$ cat src/pkg/hom_pkg.sv
// package for the host operating-mode control register block
package hom_pkg;
  localparam logic [7:0] HOM_CTRL_OFFSET = 8'h04;
  localparam int RWE_BIT = 10;
  localparam int RWC_BIT = 9;
  localparam int IR_BIT = 8;
  localparam int FS_LSB = 6;
  localparam int BLE_BIT = 5;
  localparam logic [31:0] HOM_CTRL_RESET = 32'h0000_0000;
  // bits 31..11 reserved, bits 4..0 held outside this block
  localparam logic [31:0] HOM_WRITE_MASK = 32'h0000_07E0;
  localparam int SOF_DELAY_NS = 1000000;
  localparam int CLK_PERIOD_NS = 4;
  localparam int SOF_DELAY_CYCLES = SOF_DELAY_NS / CLK_PERIOD_NS;
  typedef enum logic [1:0] {
    STATE_RESET = 2'h0,
    STATE_RESUME = 2'h1,
    STATE_OPERATIONAL = 2'h2,
    STATE_SUSPEND = 2'h3
  } hom_fstate_t;
endpackage

$ cat src/verilog/hom_ctrl.sv
// upper part of the host operating-mode control register
`timescale 1ns/10ps
`default_nettype none
module hom_ctrl
  import hom_pkg::*;
#(
  parameter int SofDelayCycles = SOF_DELAY_CYCLES
)(
  input wire logic mclk,
  input wire logic reset_n,
  input wire logic softReset,
  input wire logic regWrite,
  input wire logic regRead,
  input wire logic [7:0] regAddr,
  input wire logic [31:0] regWdata,
  output logic [31:0] regRdata,
  input wire logic resumeDetected,
  input wire logic downstreamResume,
  input wire logic statusEvent,
  input wire logic frameStart,
  output logic remoteWakeup,
  output logic hostBusIrq,
  output logic mgmtIrq,
  output logic frameStartFlag,
  output logic bulkActive,
  output logic rootHubReset
);
  typedef struct packed {
    logic remote_wakeup_enable;
    logic remote_wakeup_connected;
    logic ir;
    hom_fstate_t fs;
    logic bulk_queue_on;
    logic bulkRun;
    logic sofRun;
    logic sofFlag;
    logic [31:0] cnt;
    logic [31:0] rdata;
    logic hubReset;
  } hom_state_t;

  hom_state_t s_q, s_d;

  function automatic logic hitCtrl(input logic [7:0] a);
    hitCtrl = (a == HOM_CTRL_OFFSET);
  endfunction

  always_comb
  begin
    s_d = s_q;
    s_d.hubReset = 1'b0;
    if (regWrite && hitCtrl(regAddr))
    begin
      s_d.remote_wakeup_enable = regWdata[RWE_BIT];
      s_d.remote_wakeup_connected = regWdata[RWC_BIT];
      s_d.ir = regWdata[IR_BIT];
      s_d.fs = hom_fstate_t'(regWdata[FS_LSB +: 2]);
      s_d.bulk_queue_on = regWdata[BLE_BIT];
    end
    else if (s_q.fs == STATE_SUSPEND && downstreamResume)
    begin
      s_d.fs = STATE_RESUME;
    end
    if (s_d.fs == STATE_OPERATIONAL && s_q.fs != STATE_OPERATIONAL)
    begin
      s_d.cnt = 32'h0000_0000;
      s_d.sofRun = 1'b0;
      s_d.sofFlag = 1'b0;
    end
    else if (s_q.fs == STATE_OPERATIONAL && !s_q.sofRun)
    begin
      if (s_q.cnt >= 32'(SofDelayCycles - 1))
      begin
        s_d.sofRun = 1'b1;
        s_d.sofFlag = 1'b1;
      end
      else
      begin
        s_d.cnt = s_q.cnt + 32'h0000_0001;
      end
    end
    if (s_d.fs != STATE_OPERATIONAL)
    begin
      s_d.sofRun = 1'b0;
    end
    if (frameStart && s_q.sofRun)
    begin
      s_d.bulkRun = s_q.bulk_queue_on;
    end
    if (!s_d.sofRun)
    begin
      s_d.bulkRun = 1'b0;
    end
    if (softReset)
    begin
      s_d.fs = STATE_SUSPEND;
      s_d.sofRun = 1'b0;
      s_d.bulkRun = 1'b0;
    end
    s_d.rdata = 32'h0000_0000;
    if (regRead && hitCtrl(regAddr))
    begin
      s_d.rdata[RWE_BIT] = s_q.remote_wakeup_enable;
      s_d.rdata[RWC_BIT] = s_q.remote_wakeup_connected;
      s_d.rdata[IR_BIT] = s_q.ir;
      s_d.rdata[FS_LSB +: 2] = s_q.fs;
      s_d.rdata[BLE_BIT] = s_q.bulk_queue_on;
    end
  end

  always_ff @(posedge mclk or negedge reset_n)
  begin
    if (!reset_n)
    begin
      s_q <= '0;
      s_q.fs <= STATE_RESET;
      s_q.hubReset <= 1'b1;
    end
    else
    begin
      s_q <= s_d;
    end
  end

  assign remoteWakeup = s_q.remote_wakeup_enable & resumeDetected;
  assign hostBusIrq = statusEvent & ~s_q.ir;
  assign mgmtIrq = statusEvent & s_q.ir;
  assign frameStartFlag = s_q.sofFlag;
  assign bulkActive = s_q.bulkRun;
  assign regRdata = s_q.rdata;
  assign rootHubReset = s_q.hubReset | (s_q.fs == STATE_RESET);
endmodule // hom_ctrl
`default_nettype wire

$ cat config.mk
export PLATFORM = sky130hd
export DESIGN_NAME = hom_ctrl
export DESIGN_NICKNAME = d
export VERILOG_FILES = /design/src/pkg/hom_pkg.sv /design/src/verilog/hom_ctrl.sv
export SDC_FILE = /design/constraint.sdc
export NUM_CORES = 1
export LEC_CHECK = 0
export ABC_AREA = 1
export ABC_CLOCK_PERIOD_IN_PS = 1820
export BUFFER_PORTS_ARGS = -buffer_cell sky130_fd_sc_hd__buf_2
export CAP_MARGIN = 20
export CORE_MARGIN = 10
export CORE_UTILIZATION = 50
export CTS_CLUSTER_DIAMETER = 200
export DETAILED_ROUTE_END_ITERATION = 8
export MAX_ROUTING_LAYER = met4
export PLACE_DENSITY_LB_ADDON = 0.15
export SLEW_MARGIN = 0
export SYNTH_ARGS = -nofsm -noshare
export SYNTH_HDL_FRONTEND = slang
export SYNTH_SLANG_ARGS = --single-unit
$ cat constraint.sdc
create_clock -name mclk -period 1.82 [get_ports mclk]
set_input_delay 0.091 -clock mclk [delete_from_list [all_inputs] [get_ports mclk]]
set_output_delay 0.091 -clock mclk [all_outputs]
set_load 0.02 [all_outputs]
Word level (Yosys, flattened, before mapping)
Index checks and enable logic that the tools add are counted.
Storage, ports and cells
  register bits after elaboration: 48
  input bits: 49
  output and inout port bits: 38
  logic and storage cells: 50
Cells by class
  $add $sub $neg: 1
  $lt $le $gt $ge: 1
  eq/ne operators: 8
  muxes and demuxes: 12
  bitwise operators: 5
  reduce and logical (&&, ||, !) cells: 12
Operator list (count)
  $mux W34: 2
  $add A32 B1 Y32 const B: 1
  $ge A32 B18 Y1 const B: 1
  $mux W32: 1
  $mux W2: 5
  $eq A8 B3 Y1 const B: 1
  $eq A2 B2 Y1 const B: 3
  $logic_and A1 B1 Y1: 6
  $mux W6: 1
  $ne A2 B2 Y1 const B: 3
  $reduce_and A2 Y1: 2
  $reduce_bool A2 Y1: 2
  $and A1 B1 Y1: 3
  $mux W1: 3
  $ne A3 B3 Y1 const B: 1
  $logic_not A2 Y1: 1
  $logic_not A1 Y1: 1
  $not A1 Y1: 1
  $or A1 B1 Y1: 1

Depth between registers and ports, before layout
Gate-level depths: netlist of the first run.
  depth after elaboration: 10
  mapped depth: 12
  gate-level depth less buffers: 11

Least setup slack after synthesis of the first run
OpenSTA, ideal clock, no wires.
  path type: reg2reg
  start point: register s_q[33] (netlist bit)
  end point: register s_q[45] (netlist bit)
  library setup time: 0.065 ns
  arrival: 1.472 ns
  data required time: 1.755 ns
  setup slack: 0.283 ns
  stages on the path, launching flop included: 11
  buffers on the path: 1
  period minus slack after synthesis: 1.537 ns
  path through: dfrtp_1 > ha_1 > nand3_1 > nand3_1 > nand2_1 > nand2_1 > nand2_1 > nand3_2 > buf_6 > or2_0 > nand2_1
On the way
  word-level cells in the longest chain between the ends: 4
  elaborated cells between the ends (all ways): 7
  those cells by class: 1 x add/sub; 1 x order compare; 1 x eq/ne; 3 x mux; 1 x reduce/logical
Ends and longest elaborated chain
  start, declared: line hom_ctrl.sv:42  | hom_state_t s_q, s_d;
  $add A32 B1 Y32: line hom_ctrl.sv:79  | s_d.cnt = s_q.cnt + 32'h0000_0001;
  $mux W32: line hom_ctrl.sv:72  | if (s_q.cnt >= 32'(SofDelayCycles - 1))
  $mux W34: line hom_ctrl.sv:70  | else if (s_q.fs == STATE_OPERATIONAL && !s_q.sofRun)
  $mux W34: line hom_ctrl.sv:64  | if (s_d.fs == STATE_OPERATIONAL && s_q.fs != STATE_OPERATIONAL)
Parallel ways exist; a longest one is shown, timed or not. The select of a mux whose other input is x is not followed.
A chain may end at the register's enable or synchronous reset.

Final worst setup path of the first run
Ends and elaborated chain as after synthesis.

==> results.rst, run 1 <==
.. list-table::
   :header-rows: 1

   * - Metric
     - Value
   * - Status
     - finished, final reports clean
   * - Routed wirelength normalized by instance count
     - 11.5 um
   * - Final count of pins violating max slew
     - 0
   * - Number of H-tree levels
     - 2
   * - Final critical-path setup slack
     - 0.148 ns
   * - Launching element type of the critical path
     - flop
   * - Area leader, netlist
     - sky130_fd_sc_hd__dfrtp_1
   * - Static leakage power
     - 1.60 nW
   * - Startpoint of the worst register-to-register path
     - s_q[33]
   * - Mapped Cells
     - 352
   * - Mean area per synthesized cell
     - 7.76 sq um
   * - Post-route DRC violation count
     - 0
   * - Path type of the worst min-delay path
     - input port to flop
   * - Maximum clock skew at final layout
     - 0.00869 ns
   * - Number of warnings printed during yosys synthesis
     - 0
   * - Net count, final
     - 440
   * - Antenna cell count
     - 0
   * - DR vias
     - 2099
   * - Largest net degree at the start of global routing
     - 49
   * - Post-synthesis to final-layout area growth
     - 9.85%
   * - Initial antenna violation count
     - 0
   * - Most frequent cell on the critical path
     - sky130_fd_sc_hd__nand2_1
   * - Minimum clock period
     - 1.67 ns
   * - Final hold viol count
     - 0
   * - Critical path capture point type
     - flop
   * - First-iteration detailed-routing DRC count
     - 78
   * - Cell area after technology mapping
     - 2730 sq um
   * - CTS Root Cell
     - sky130_fd_sc_hd__clkbuf_8
   * - Source of the worst hold timing path
     - regWdata[5]
   * - Detailed placement HPWL
     - 4010 um
   * - Overall routed net length
     - 5320 um
   * - TritonCTS clock tree
     - yes
   * - Vias in the first global route
     - 2152
   * - Number of register bits inferred by synthesis
     - 48
   * - Largest fanout of any net on the critical path
     - 20
   * - Portion of the post-synthesis area used by sequential elements
     - 44.0%
   * - Clock sink total
     - 48
   * - Slowest cell on the critical path
     - sky130_fd_sc_hd__dfrtp_1
   * - Count of buffers from port buffering
     - 34
   * - Via density
     - 4.55
   * - Final core utilization
     - 57.6%
   * - Instance count on the critical path
     - 10
   * - Minimum setup slack after placement
     - 0.130 ns
   * - Number of flops mapped to enable cells by yosys
     - 0
   * - FMAX
     - 0.598 GHz
   * - Number of detailed-routing iterations run before antenna repair
     - 4
   * - Remaining global-route overflow
     - 0
   * - Worst EP arrival
     - 1.91 ns
   * - Cells along the critical path
     - ha_1, nand3_1, nand3_1, nand2_1, nand2_1, nand2_1, nand3_2, buf_12, or2_0, nand2_1
   * - Top flip-flop cell by instance count after synthesis
     - sky130_fd_sc_hd__dfrtp_1
   * - Top cells by area in the synthesized netlist
     - sky130_fd_sc_hd__dfrtp_1 43%, sky130_fd_sc_hd__nand2_1 11%, sky130_fd_sc_hd__buf_4 8.8%
   * - Wire length of the first global-routing pass
     - 9440 um
   * - Startpoint of the worst setup timing path
     - s_q[33]
   * - Later-pin clock latency in the skew report
     - 0.30 ns
   * - Total global-route track usage
     - 13.2%
   * - Design Power
     - 0.00237 W
   * - Cell family with most CP delay
     - simple AND/OR/NAND/NOR gates
   * - Buffer depth of the longest clock path
     - 2
   * - FFs w/ async S/R, synth
     - 100%
   * - Width of the chip
     - 93.9 um
   * - Initial Util
     - 52.5%
   * - Top-area cell type share of the netlist area
     - 43.1%
   * - Vertical die dimension
     - 93.9 um
   * - Hold path cells
     - 3
   * - Fraction of final layout cells sized beyond drive strength 1
     - 18.7%
   * - Sum Neg Setup Slack
     - 0 ns
   * - Maximum vdd ir drop
     - 0.479 mV
   * - Post-synthesis cell type count
     - 32
   * - Critical path's largest stage delay
     - 0.42 ns
   * - Required time at the worst-slack endpoint
     - 2.06 ns
   * - Antenna-violating nets left
     - 0
   * - Cell Rows
     - 26
   * - R2R cell count
     - 10
   * - Num ports
     - 87
   * - Setup fix buffers added after clock tree synthesis
     - 0
   * - Final period util
     - 91.9%
   * - Max-cap violations
     - 0
   * - Die Footprint
     - 8820 sq um
   * - Routability congestion estimate from global placement
     - 0.942
   * - Cts bufs inserted
     - 5
   * - Critical path type
     - flop to flop
   * - Total power divided by cell area
     - 791 nW/um^2
   * - CP Buf/Inv Count
     - 1
   * - Core Region
     - 5200 sq um
   * - Setup repair after global routing missed its margin
     - no
   * - Setup-violating endpoint count in the final report
     - 0
   * - Clock transition at the registers of the reported paths
     - 0.09 ns
[cell type report]
class | instances | area (sq um)
fillers | 486 | 2200
flip-flops and latches | 48 | 1200
multi-input cells | 247 | 1160
repair buffers | 43 | 268
inverters | 45 | 171
well taps | 70 | 87.6
clock buffers | 5 | 68.8
clock inverters | 3 | 46.3
[routing by layer]
metal,wire length (um),share of wire [%],GRT usage [%],up-vias
li1,-,-,-,1097
met1,2520,47,16.3,943
met2,2500,47,21.1,57
met3,276,5.2,3.20,2
met4,27,0.51,3.67,0
met5,0,0,-,-
[metrics by stage]
step | instances | instance area [sq um] | hold slack (ns)
after floorplan | 378 | 2830 | -0.205
after global placement | 451 | 2860 | 0.0970
after detailed placement | 451 | 2860 | 0.0977
after CTS | 461 | 3000 | 0.0398
after global routing | 461 | 3000 | 0.0474
final | 461 | 3000 | 0.0522
[worst register-to-register path: cells and delay by family (launching register included)]
kind | cells | cell delay [ns]
fa+ha+maj | 1 | 0.24
buf+inv | 1 | 0.17
flops | 1 | 0.42
simple gates | 8 | 0.78
[power by group]
group	switching, W	internal [W]
combinational	0.000223	0.000130
sequential	0.0000977	0.00114
clock	0.000366	0.000414
[cells in the mapped netlist (2+ instances only)]
cell / instances
sky130_fd_sc_hd__nand2_1: 77
sky130_fd_sc_hd__nor2_1: 51
sky130_fd_sc_hd__dfrtp_1: 47
sky130_fd_sc_hd__inv_1: 44
sky130_fd_sc_hd__nand3_1: 40
sky130_fd_sc_hd__buf_4: 32
sky130_fd_sc_hd__nor2_2: 10
sky130_fd_sc_hd__a21oi_1: 7
sky130_fd_sc_hd__nand4_1: 6
sky130_fd_sc_hd__buf_6: 5
sky130_fd_sc_hd__xor2_1: 4
sky130_fd_sc_hd__nand2_2: 3
sky130_fd_sc_hd__nor2_4: 3
sky130_fd_sc_hd__nor3_1: 2
sky130_fd_sc_hd__o21ai_0: 2
sky130_fd_sc_hd__or2_2: 2
sky130_fd_sc_hd__xnor2_1: 2
[sequential cells by signal, indices dropped and copies added, names as in the netlist]
| register | flops |
|---|---|
| bulkActive | 1 |
| regRdata | 6 |
| frameStartFlag | 1 |
| s_q | 40 |
[layout by cell type, fill, tap and decap left out, types with 2 or more instances in the layout]
cell type | Yosys | layout
sky130_fd_sc_hd__conb_1 | 1 | 27
sky130_fd_sc_hd__dlygate4sd3_1 | 0 | 2
sky130_fd_sc_hd__buf_12 | 0 | 2
sky130_fd_sc_hd__o21ai_0 | 2 | 2
sky130_fd_sc_hd__inv_1 | 44 | 44
sky130_fd_sc_hd__nand3_1 | 40 | 40
sky130_fd_sc_hd__nand4_1 | 6 | 6
sky130_fd_sc_hd__nand2_2 | 3 | 3
sky130_fd_sc_hd__buf_4 | 32 | 5
sky130_fd_sc_hd__xnor2_1 | 2 | 2
sky130_fd_sc_hd__xor2_1 | 4 | 4
sky130_fd_sc_hd__dfrtp_1 | 47 | 47
sky130_fd_sc_hd__nor2_2 | 10 | 10
sky130_fd_sc_hd__nand2_1 | 77 | 77
sky130_fd_sc_hd__nor2_1 | 51 | 51
sky130_fd_sc_hd__or2_2 | 2 | 2
sky130_fd_sc_hd__a21oi_1 | 7 | 7
sky130_fd_sc_hd__nor2_4 | 3 | 3
sky130_fd_sc_hd__nor3_1 | 2 | 2
sky130_fd_sc_hd__buf_2 | 1 | 34
sky130_fd_sc_hd__clkbuf_8 | 0 | 5
[logic make-up after synthesis]
| group | share of synthesized area [%] |
|---|---|
| xor gates and xnor gates | 1.92 |
| adders and majority gates | 0.458 |
| DFF | 44.0 |
| buffers and inverters | 17.2 |
| AOI/OAI and AO/OA | 2.15 |
| other | 0.137 |
| and+or+nand+nor | 34.1 |
[what timing repair did]
| item | in CTS | in global routing |
|---|---|---|
| gates resized for setup | 0 | 1 |
| endpoints found under the setup margin | 0 | 5 |
| hold endpoints to repair | 48 | 0 |
| hold buffers | 2 | 0 |
[path summary, 6_finish.rpt]
check	end	slack (ns)
max in group asynchronous	s_q[0]	1.24
min in group asynchronous	regRdata[7]	0.31
hold reg to reg	s_q[59]	0.49
hold / removal	s_q[68]	0.05
setup reg to reg	s_q[45]	0.15
setup / recovery	s_q[45]	0.15
(Power assumes the default switching activity.)
==> run 2: changes to the inputs <==
- PLACE_DENSITY: not set -> 0.76
- PLACE_DENSITY_LB_ADDON: 0.15 -> not set
==> run 2 against run 1 <==
  * Non-clock buffer count is 2 higher
  * Global-route usage shrank 0.37 points
  * Total power decreased by 3.8%
  * Combinational power rose by 4%
  * Clock power down 13%
  * Sequential power about the same
  * Worst setup slack better by 0.013 ns
  * Cell area fell by 0.25%
  * Critical endpoint is now s_q[43]
  * Largest cell class unchanged
  * Largest power group unchanged
==> results.rst, run 2 (synthesis results as in run 1) <==
.. list-table::
   :header-rows: 1

   * - Metric
     - Value
   * - Setup fix buffers added after clock tree synthesis
     - 0 (unchanged)
   * - TritonCTS clock tree
     - yes
   * - Minimum clock period
     - 1.66 ns (-0.0128 ns)
   * - Actual slew at the worst max-slew pin
     - 0.558 ns
   * - Routability congestion estimate from global placement
     - 0.927 (-1.6%)
   * - First-iteration detailed-routing DRC count
     - 126 (+62%)
   * - Maximum clock skew at final layout
     - 0.00667 ns (-0.00202 ns)
   * - Hold_ws
     - 0.0274 ns (-0.0248 ns)
   * - Critical path capture point type
     - flop
   * - Setup-violating endpoint count in the final report
     - 0 (unchanged)
   * - Via density
     - 4.52 (-0.67%)
   * - Minimum setup slack after placement
     - 0.129 ns (-0.000199 ns)
   * - Largest register FFs
     - 40 (unchanged)
   * - Antenna-violating nets left
     - 0 (unchanged)
   * - Total power divided by cell area
     - 763 nW/um^2 (-3.5%)
   * - Final critical-path setup slack
     - 0.161 ns (+0.0129 ns)
   * - Biggest register
     - s_q
   * - Number of standard cells in the layout, taps in and fillers out
     - 463 (+0.43%)
   * - Final standard cell area without fillers
     - 2990 sq um (-0.25%)
   * - Most common library cell in the layout ignoring fill and taps
     - sky130_fd_sc_hd__nand2_1
   * - Placed cell count
     - 453 (+0.44%)
   * - Post-synthesis to final-layout area growth
     - 9.57%
   * - Maximum vdd ir drop
     - 0.407 mV (-15%)
   * - Fraction of final layout cells sized beyond drive strength 1
     - 19.1% (+0.41 points)
   * - Launching element type of the critical path
     - flop
   * - FMAX
     - 0.603 GHz (+0.77%)
   * - Die Footprint
     - 8820 sq um (unchanged)
   * - Initial Util
     - 52.5% (unchanged)
   * - Buffer depth of the longest clock path
     - 2 (unchanged)
   * - Number of detailed-routing iterations run before antenna repair
     - 4 (unchanged)
   * - Setup repair after global routing missed its margin
     - no
   * - Antenna cell count
     - 0 (unchanged)
   * - CTS Root Cell
     - sky130_fd_sc_hd__clkbuf_8
   * - Clock transition at the registers of the reported paths
     - 0.09 ns (about the same)
   * - Most frequent cells in the layout
     - 77 x sky130_fd_sc_hd__nand2_1, 51 x sky130_fd_sc_hd__nor2_1, 47 x sky130_fd_sc_hd__dfrtp_1
   * - Critical path type
     - flop to flop
   * - Cts bufs inserted
     - 5 (unchanged)
   * - Max-cap violations
     - 0 (unchanged)
   * - Overall routed net length
     - 5320 um (+0.13%)
   * - Count of buffers from port buffering
     - 34 (unchanged)
   * - Status
     - finished, final reports clean
   * - Initial antenna violation count
     - 0 (unchanged)
   * - Num ports
     - 87 (unchanged)
   * - Vias in the first global route
     - 2108 (-2.0%)
   * - Required time at the worst-slack endpoint
     - 2.07 ns (about the same)
   * - Width of the chip
     - 93.9 um (unchanged)
   * - Clock sink total
     - 48 (unchanged)
   * - Final hold viol count
     - 0 (unchanged)
   * - Final count of pins violating max slew
     - 0 (unchanged)
   * - Largest net degree at the start of global routing
     - 26 (-47%)
   * - Core Region
     - 5200 sq um (unchanged)
   * - Post-route DRC violation count
     - 0 (unchanged)
   * - Worst max-slew margin expressed relative to the limit
     - 62.8%
   * - Wire length of the first global-routing pass
     - 9030 um (-4.4%)
   * - Later-pin clock latency in the skew report
     - 0.31 ns (about the same)
   * - Total global-route track usage
     - 12.9% (-0.37 points)
   * - Sum Neg Setup Slack
     - 0 ns (unchanged)
   * - Worst EP arrival
     - 1.91 ns (about the same)
   * - Post-Place Cell Area
     - 2870 sq um (about the same)
   * - Vertical die dimension
     - 93.9 um (unchanged)
   * - Number of H-tree levels
     - 2 (unchanged)
   * - Largest fanout of any net on the critical path
     - 4 (-80%)
   * - R2R setup slack
     - 0.16 ns (about the same)
   * - Static leakage power
     - 1.59 nW (-0.42%)
   * - Detailed placement HPWL
     - 4150 um (+3.5%)
   * - DR vias
     - 2094 (-0.24%)
   * - Path type of the worst min-delay path
     - input port to flop
   * - Net count, final
     - 442 (+0.45%)
   * - Routed wirelength normalized by instance count
     - 11.5 um (-0.30%)
   * - Final period util
     - 91.2% (-0.71 points)
   * - Cell Rows
     - 26 (unchanged)
   * - Remaining global-route overflow
     - 0 (unchanged)
## run 2: cell count changes in the layout (fill, tap and decap cells not counted)
cell,change
sky130_fd_sc_hd__buf_4,+3
sky130_fd_sc_hd__buf_12,-1
sky130_fd_sc_hd__bufinv_16,-1
sky130_fd_sc_hd__clkbuf_8,+1
sky130_fd_sc_hd__clkinvlp_4,+1
sky130_fd_sc_hd__inv_6,-1
sky130_fd_sc_hd__nand3_2,-1
sky130_fd_sc_hd__nand3_4,+1
## run 2: timing repair
action,CTS,global route
hold buffers,2,0
endpoints found under the hold margin,23,0
resized for setup,0,2
endpoints found under the setup margin,0,14
## run 2: final timing paths
kind | startpoint | to | cells after the start
min reg2reg | frameStartFlag | frameStartFlag | 2
max reg2reg | s_q[34] | s_q[43] | 8
min in group asynchronous | reset_n | s_q[72] | 2
max | s_q[34] | s_q[43] | 8
min | regWdata[10] | s_q[73] | 3
max in group asynchronous | reset_n | s_q[59] | 3
## run 2: worst max-delay path, stage by stage, from the launching register on
cell                      delay, ns
sky130_fd_sc_hd__dfrtp_1       0.38
sky130_fd_sc_hd__ha_1          0.19
sky130_fd_sc_hd__nand2_1       0.07
sky130_fd_sc_hd__inv_1         0.07
sky130_fd_sc_hd__nand4_1       0.14
sky130_fd_sc_hd__nor3_1        0.42
sky130_fd_sc_hd__or2_2         0.20
sky130_fd_sc_hd__nand3_1       0.07
sky130_fd_sc_hd__nand2_1       0.07
## run 2: routing by layer
metal	vias up	global-route usage, %	share of wire [%]
li1	1106	-	-
met1	929	14.8	45
met2	54	21.1	48
met3	5	3.44	5.7
met4	0	4.30	1.3
met5	-	-	0
## run 2: final cells by class
cell class / instances / area, sq um
clock buffers: 6 / 82.6
fillers: 488 / 2210
repair buffers: 45 / 270
well taps: 70 / 87.6
flip-flops and latches: 48 / 1200
inverters: 45 / 171
clock inverters: 2 / 15.0
multi-input cells: 247 / 1160
## run 2: stage by stage
step	utilization, %	power [W]
after floorplan	-	0.00154
after global placement	55.0	0.00160
after detailed placement	55.0	0.00162
after CTS	57.3	0.00230
after global routing	57.5	0.00244
final	57.5	0.00228
## run 2: report_power, final
part           internal, W  switching (W)  total, W
clock network     0.000308       0.000374  0.000682
registers          0.00114      0.0000912   0.00123
logic             0.000136       0.000231  0.000367
total              0.00159       0.000697   0.00228
==> run 3: changes to the inputs <==
- CORE_ASPECT_RATIO: not set -> 1.75
==> run 3 against run 2 <==
  * Flip-flop and latch count is the same
  * Clock skew is 0.0035 ns lower
  * Sequential share of layout area decreased by 0.13 points
  * Register-to-register slack better by 0.03 ns
  * Clock-buffer cell count shrank 1
  * Die area is 1.3% higher
  * Worst setup slack improved by 0.031 ns
  * Sequential power about the same
  * Critical path depth rose by 2
==> results.rst, run 3 (synthesis results as in run 1) <==
.. list-table::
   :header-rows: 1

   * - Metric
     - Value
   * - Cell Rows
     - 35 (+35%)
   * - Final period util
     - 89.4% (-1.7 points)
   * - Combinational cell fraction of total power
     - 14.0% (-2.1 points)
   * - Wire length of the first global-routing pass
     - 8850 um (-2.0%)
   * - Setup repair after global routing missed its margin
     - no
   * - Final hold viol count
     - 0 (unchanged)
   * - Routed wirelength normalized by instance count
     - 11.5 um (about the same)
   * - Minimum setup slack after placement
     - 0.142 ns (+0.0127 ns)
   * - Critical path's largest stage delay
     - 0.42 ns (about the same)
   * - Antenna-violating nets left
     - 0 (unchanged)
   * - Vertical die dimension
     - 118 um (+25%)
   * - Count of buffers from port buffering
     - 34 (unchanged)
   * - Max-cap violations
     - 0 (unchanged)
   * - Remaining global-route overflow
     - 0 (unchanged)
   * - Internal
     - 0.00182 W (+15%)
   * - Detailed placement HPWL
     - 4140 um (-0.12%)
   * - Routability congestion estimate from global placement
     - 0.893 (-3.6%)
   * - First-iteration detailed-routing DRC count
     - 79 (-37%)
   * - Antenna cell count
     - 0 (unchanged)
   * - Most common library cell in the layout ignoring fill and taps
     - sky130_fd_sc_hd__nand2_1
   * - Maximum vdd ir drop
     - 0.598 mV (+47%)
   * - Net count, final
     - 439 (-0.68%)
   * - Actual slew at the worst max-slew pin
     - 0.580 ns (+0.0218 ns)
   * - Required time at the worst-slack endpoint
     - 2.02 ns (-0.05 ns)
   * - Post-synthesis to final-layout area growth
     - 9.94%
   * - Clock transition at the registers of the reported paths
     - 0.09 ns (about the same)
   * - Num ports
     - 87 (unchanged)
   * - Core Region
     - 5300 sq um (+1.8%)
   * - Sum Neg Setup Slack
     - 0 ns (unchanged)
   * - Biggest register
     - s_q
   * - Post-route DRC violation count
     - 0 (unchanged)
   * - Clock sink total
     - 48 (unchanged)
   * - Final count of pins violating max slew
     - 0 (unchanged)
   * - Overall routed net length
     - 5330 um (+0.17%)
   * - TritonCTS clock tree
     - yes
   * - Total global-route track usage
     - 12.6% (-0.23 points)
   * - Total power divided by cell area
     - 839 nW/um^2 (+9.9%)
   * - Critical path type
     - flop to flop
   * - Worst max-slew margin expressed relative to the limit
     - 61.3% (-1.5 points)
   * - CTS Root Cell
     - sky130_fd_sc_hd__clkbuf_8
   * - GR met3 Demand/Resource
     - 3.21% (-0.23 points)
   * - Switching power share of the total
     - 27.6% (-2.9 points)
   * - Initial Util
     - 51.5% (-0.93 points)
   * - Buffer depth of the longest clock path
     - 2 (unchanged)
   * - Vias in the first global route
     - 2174 (+3.1%)
   * - Via density
     - 4.66 (+3.1%)
   * - Initial antenna violation count
     - 0 (unchanged)
   * - Met2 Use GR
     - 21.8% (+0.61 points)
   * - Final critical-path setup slack
     - 0.192 ns (+0.0315 ns)
   * - Launching element type of the critical path
     - flop
   * - Slowest cell on the critical path
     - sky130_fd_sc_hd__dfrtp_1
   * - Static leakage power
     - 1.60 nW (+0.47%)
   * - Fraction of power consumed by the clock network
     - 36.7% (+6.8 points)
   * - FMAX
     - 0.614 GHz (+1.9%)
   * - Die Footprint
     - 8940 sq um (+1.3%)
   * - Global Route met1 Usage
     - 12.5% (-2.4 points)
   * - Width of the chip
     - 75.9 um (-19%)
   * - Minimum clock period
     - 1.63 ns (-0.0315 ns)
   * - Cells along the critical path
     - ha_1, nand3_1, nand3_1, nand2_1, nand2_1, nand2_2, nand3_4, buf_4, nand3_1, nand2_1
   * - Status
     - finished, final reports clean
   * - Share of power burned in registers
     - 49.3% (-4.7 points)
   * - Fraction of final layout cells sized beyond drive strength 1
     - 19.0% (-0.11 points)
   * - Later-pin clock latency in the skew report
     - 0.31 ns (about the same)
   * - Largest register FFs
     - 40 (unchanged)
   * - Most frequent cells in the layout
     - 76 x sky130_fd_sc_hd__nand2_1, 51 x sky130_fd_sc_hd__nor2_1, 47 x sky130_fd_sc_hd__dfrtp_1
   * - Psw
     - 0.000696 W (about the same)
   * - Largest net degree at the start of global routing
     - 49 (+88%)
   * - Largest fanout of any net on the critical path
     - 11 (+7)
   * - Critical path capture point type
     - flop
   * - Worst EP arrival
     - 1.83 ns (-0.08 ns)
   * - Number of H-tree levels
     - 2 (unchanged)
   * - Maximum clock skew at final layout
     - 0.00322 ns (-0.00345 ns)
   * - Path type of the worst min-delay path
     - input port to flop
   * - Number of detailed-routing iterations run before antenna repair
     - 4 (unchanged)
   * - Global routing's busiest layer
     - met2
   * - Setup-violating endpoint count in the final report
     - 0 (unchanged)
   * - Cts bufs inserted
     - 5 (unchanged)
   * - DR vias
     - 2164 (+3.3%)
==> run 3: cell count changes in the layout (fill, tap and decap cells not counted) <==
cell / delta
sky130_fd_sc_hd__clkinvlp_4: -2
sky130_fd_sc_hd__inv_4: -1
sky130_fd_sc_hd__inv_6: +1
sky130_fd_sc_hd__clkbuf_8: -1
sky130_fd_sc_hd__buf_4: -2
sky130_fd_sc_hd__buf_12: -1
sky130_fd_sc_hd__bufinv_16: +2
sky130_fd_sc_hd__inv_1: -1
sky130_fd_sc_hd__nand2_2: +1
sky130_fd_sc_hd__inv_2: +2
sky130_fd_sc_hd__nand2_1: -1
==> run 3: final cells by class <==
cell class                      instances  area, sq um
Inverter                               45          169
Tap cell                               74         92.6
Clock inverter                          3         68.8
Multi-Input combinational cell        247         1170
Clock buffer                            5         68.8
Timing Repair Buffer                   42          235
Sequential cell                        48         1200
Fill cell                             497         2300
==> run 3: stage by stage <==
step           std cells  util, %  hold WS [ns]  power [W]  area [sq um]
2_1_floorplan        378        -        -0.205    0.00154          2830
3_3_place_gp         454     53.5         0.221    0.00159          2840
3_5_place_dp         454     53.5         0.224    0.00160          2840
4_1_cts              464     56.5        0.0224    0.00254          2990
5_1_grt              464     56.7        0.0329    0.00265          3000
6_report             464     56.7        0.0318    0.00252          3000
==> run 3: critical path, delay by kind of cell (launching register included) <==
kind,cells,cell delay (ns)
adder cells (fa/ha/maj),1,0.23
AND/OR/NAND/NOR,8,0.66
buffers and inverters,1,0.20
flip-flops,1,0.42
==> run 3: layer usage <==
metal	wire (um)	part of all wire, %
met5	0	0
met4	94	1.8
met3	326	6.1
met2	2810	53
met1	2100	39
==> run 3: path summary, 6_finish.rpt <==
kind | from | to | slack (ns) | depth (start not counted)
min in group asynchronous | reset_n | s_q[63] | 0.39 | 3
min | regWdata[5] | s_q[68] | 0.03 | 3
max | s_q[33] | s_q[35] | 0.19 | 10
max in group asynchronous | reset_n | s_q[0] | 1.03 | 3
min reg2reg | frameStartFlag | frameStartFlag | 0.49 | 2
max reg2reg | s_q[33] | s_q[35] | 0.19 | 10
==> run 3: power groups by stage <==
stage          Sequential [W]  Combinational (W)  Clock [W]
6_report              0.00124           0.000353   0.000925
5_1_grt               0.00126           0.000408   0.000990
4_1_cts               0.00124           0.000350   0.000948
3_5_place_dp          0.00126           0.000345          0
3_3_place_gp          0.00126           0.000336          0
2_1_floorplan         0.00124           0.000298          0
==> run 3: what timing repair did <==
| item | CTS | global route |
|---|---|---|
| gates resized for setup | 0 | 3 |
| setup buffers | 0 | 0 |
| endpoints found under the hold margin | 48 | 0 |
| endpoints found under the setup margin | 0 | 15 |
| hold buffers | 2 | 0 |
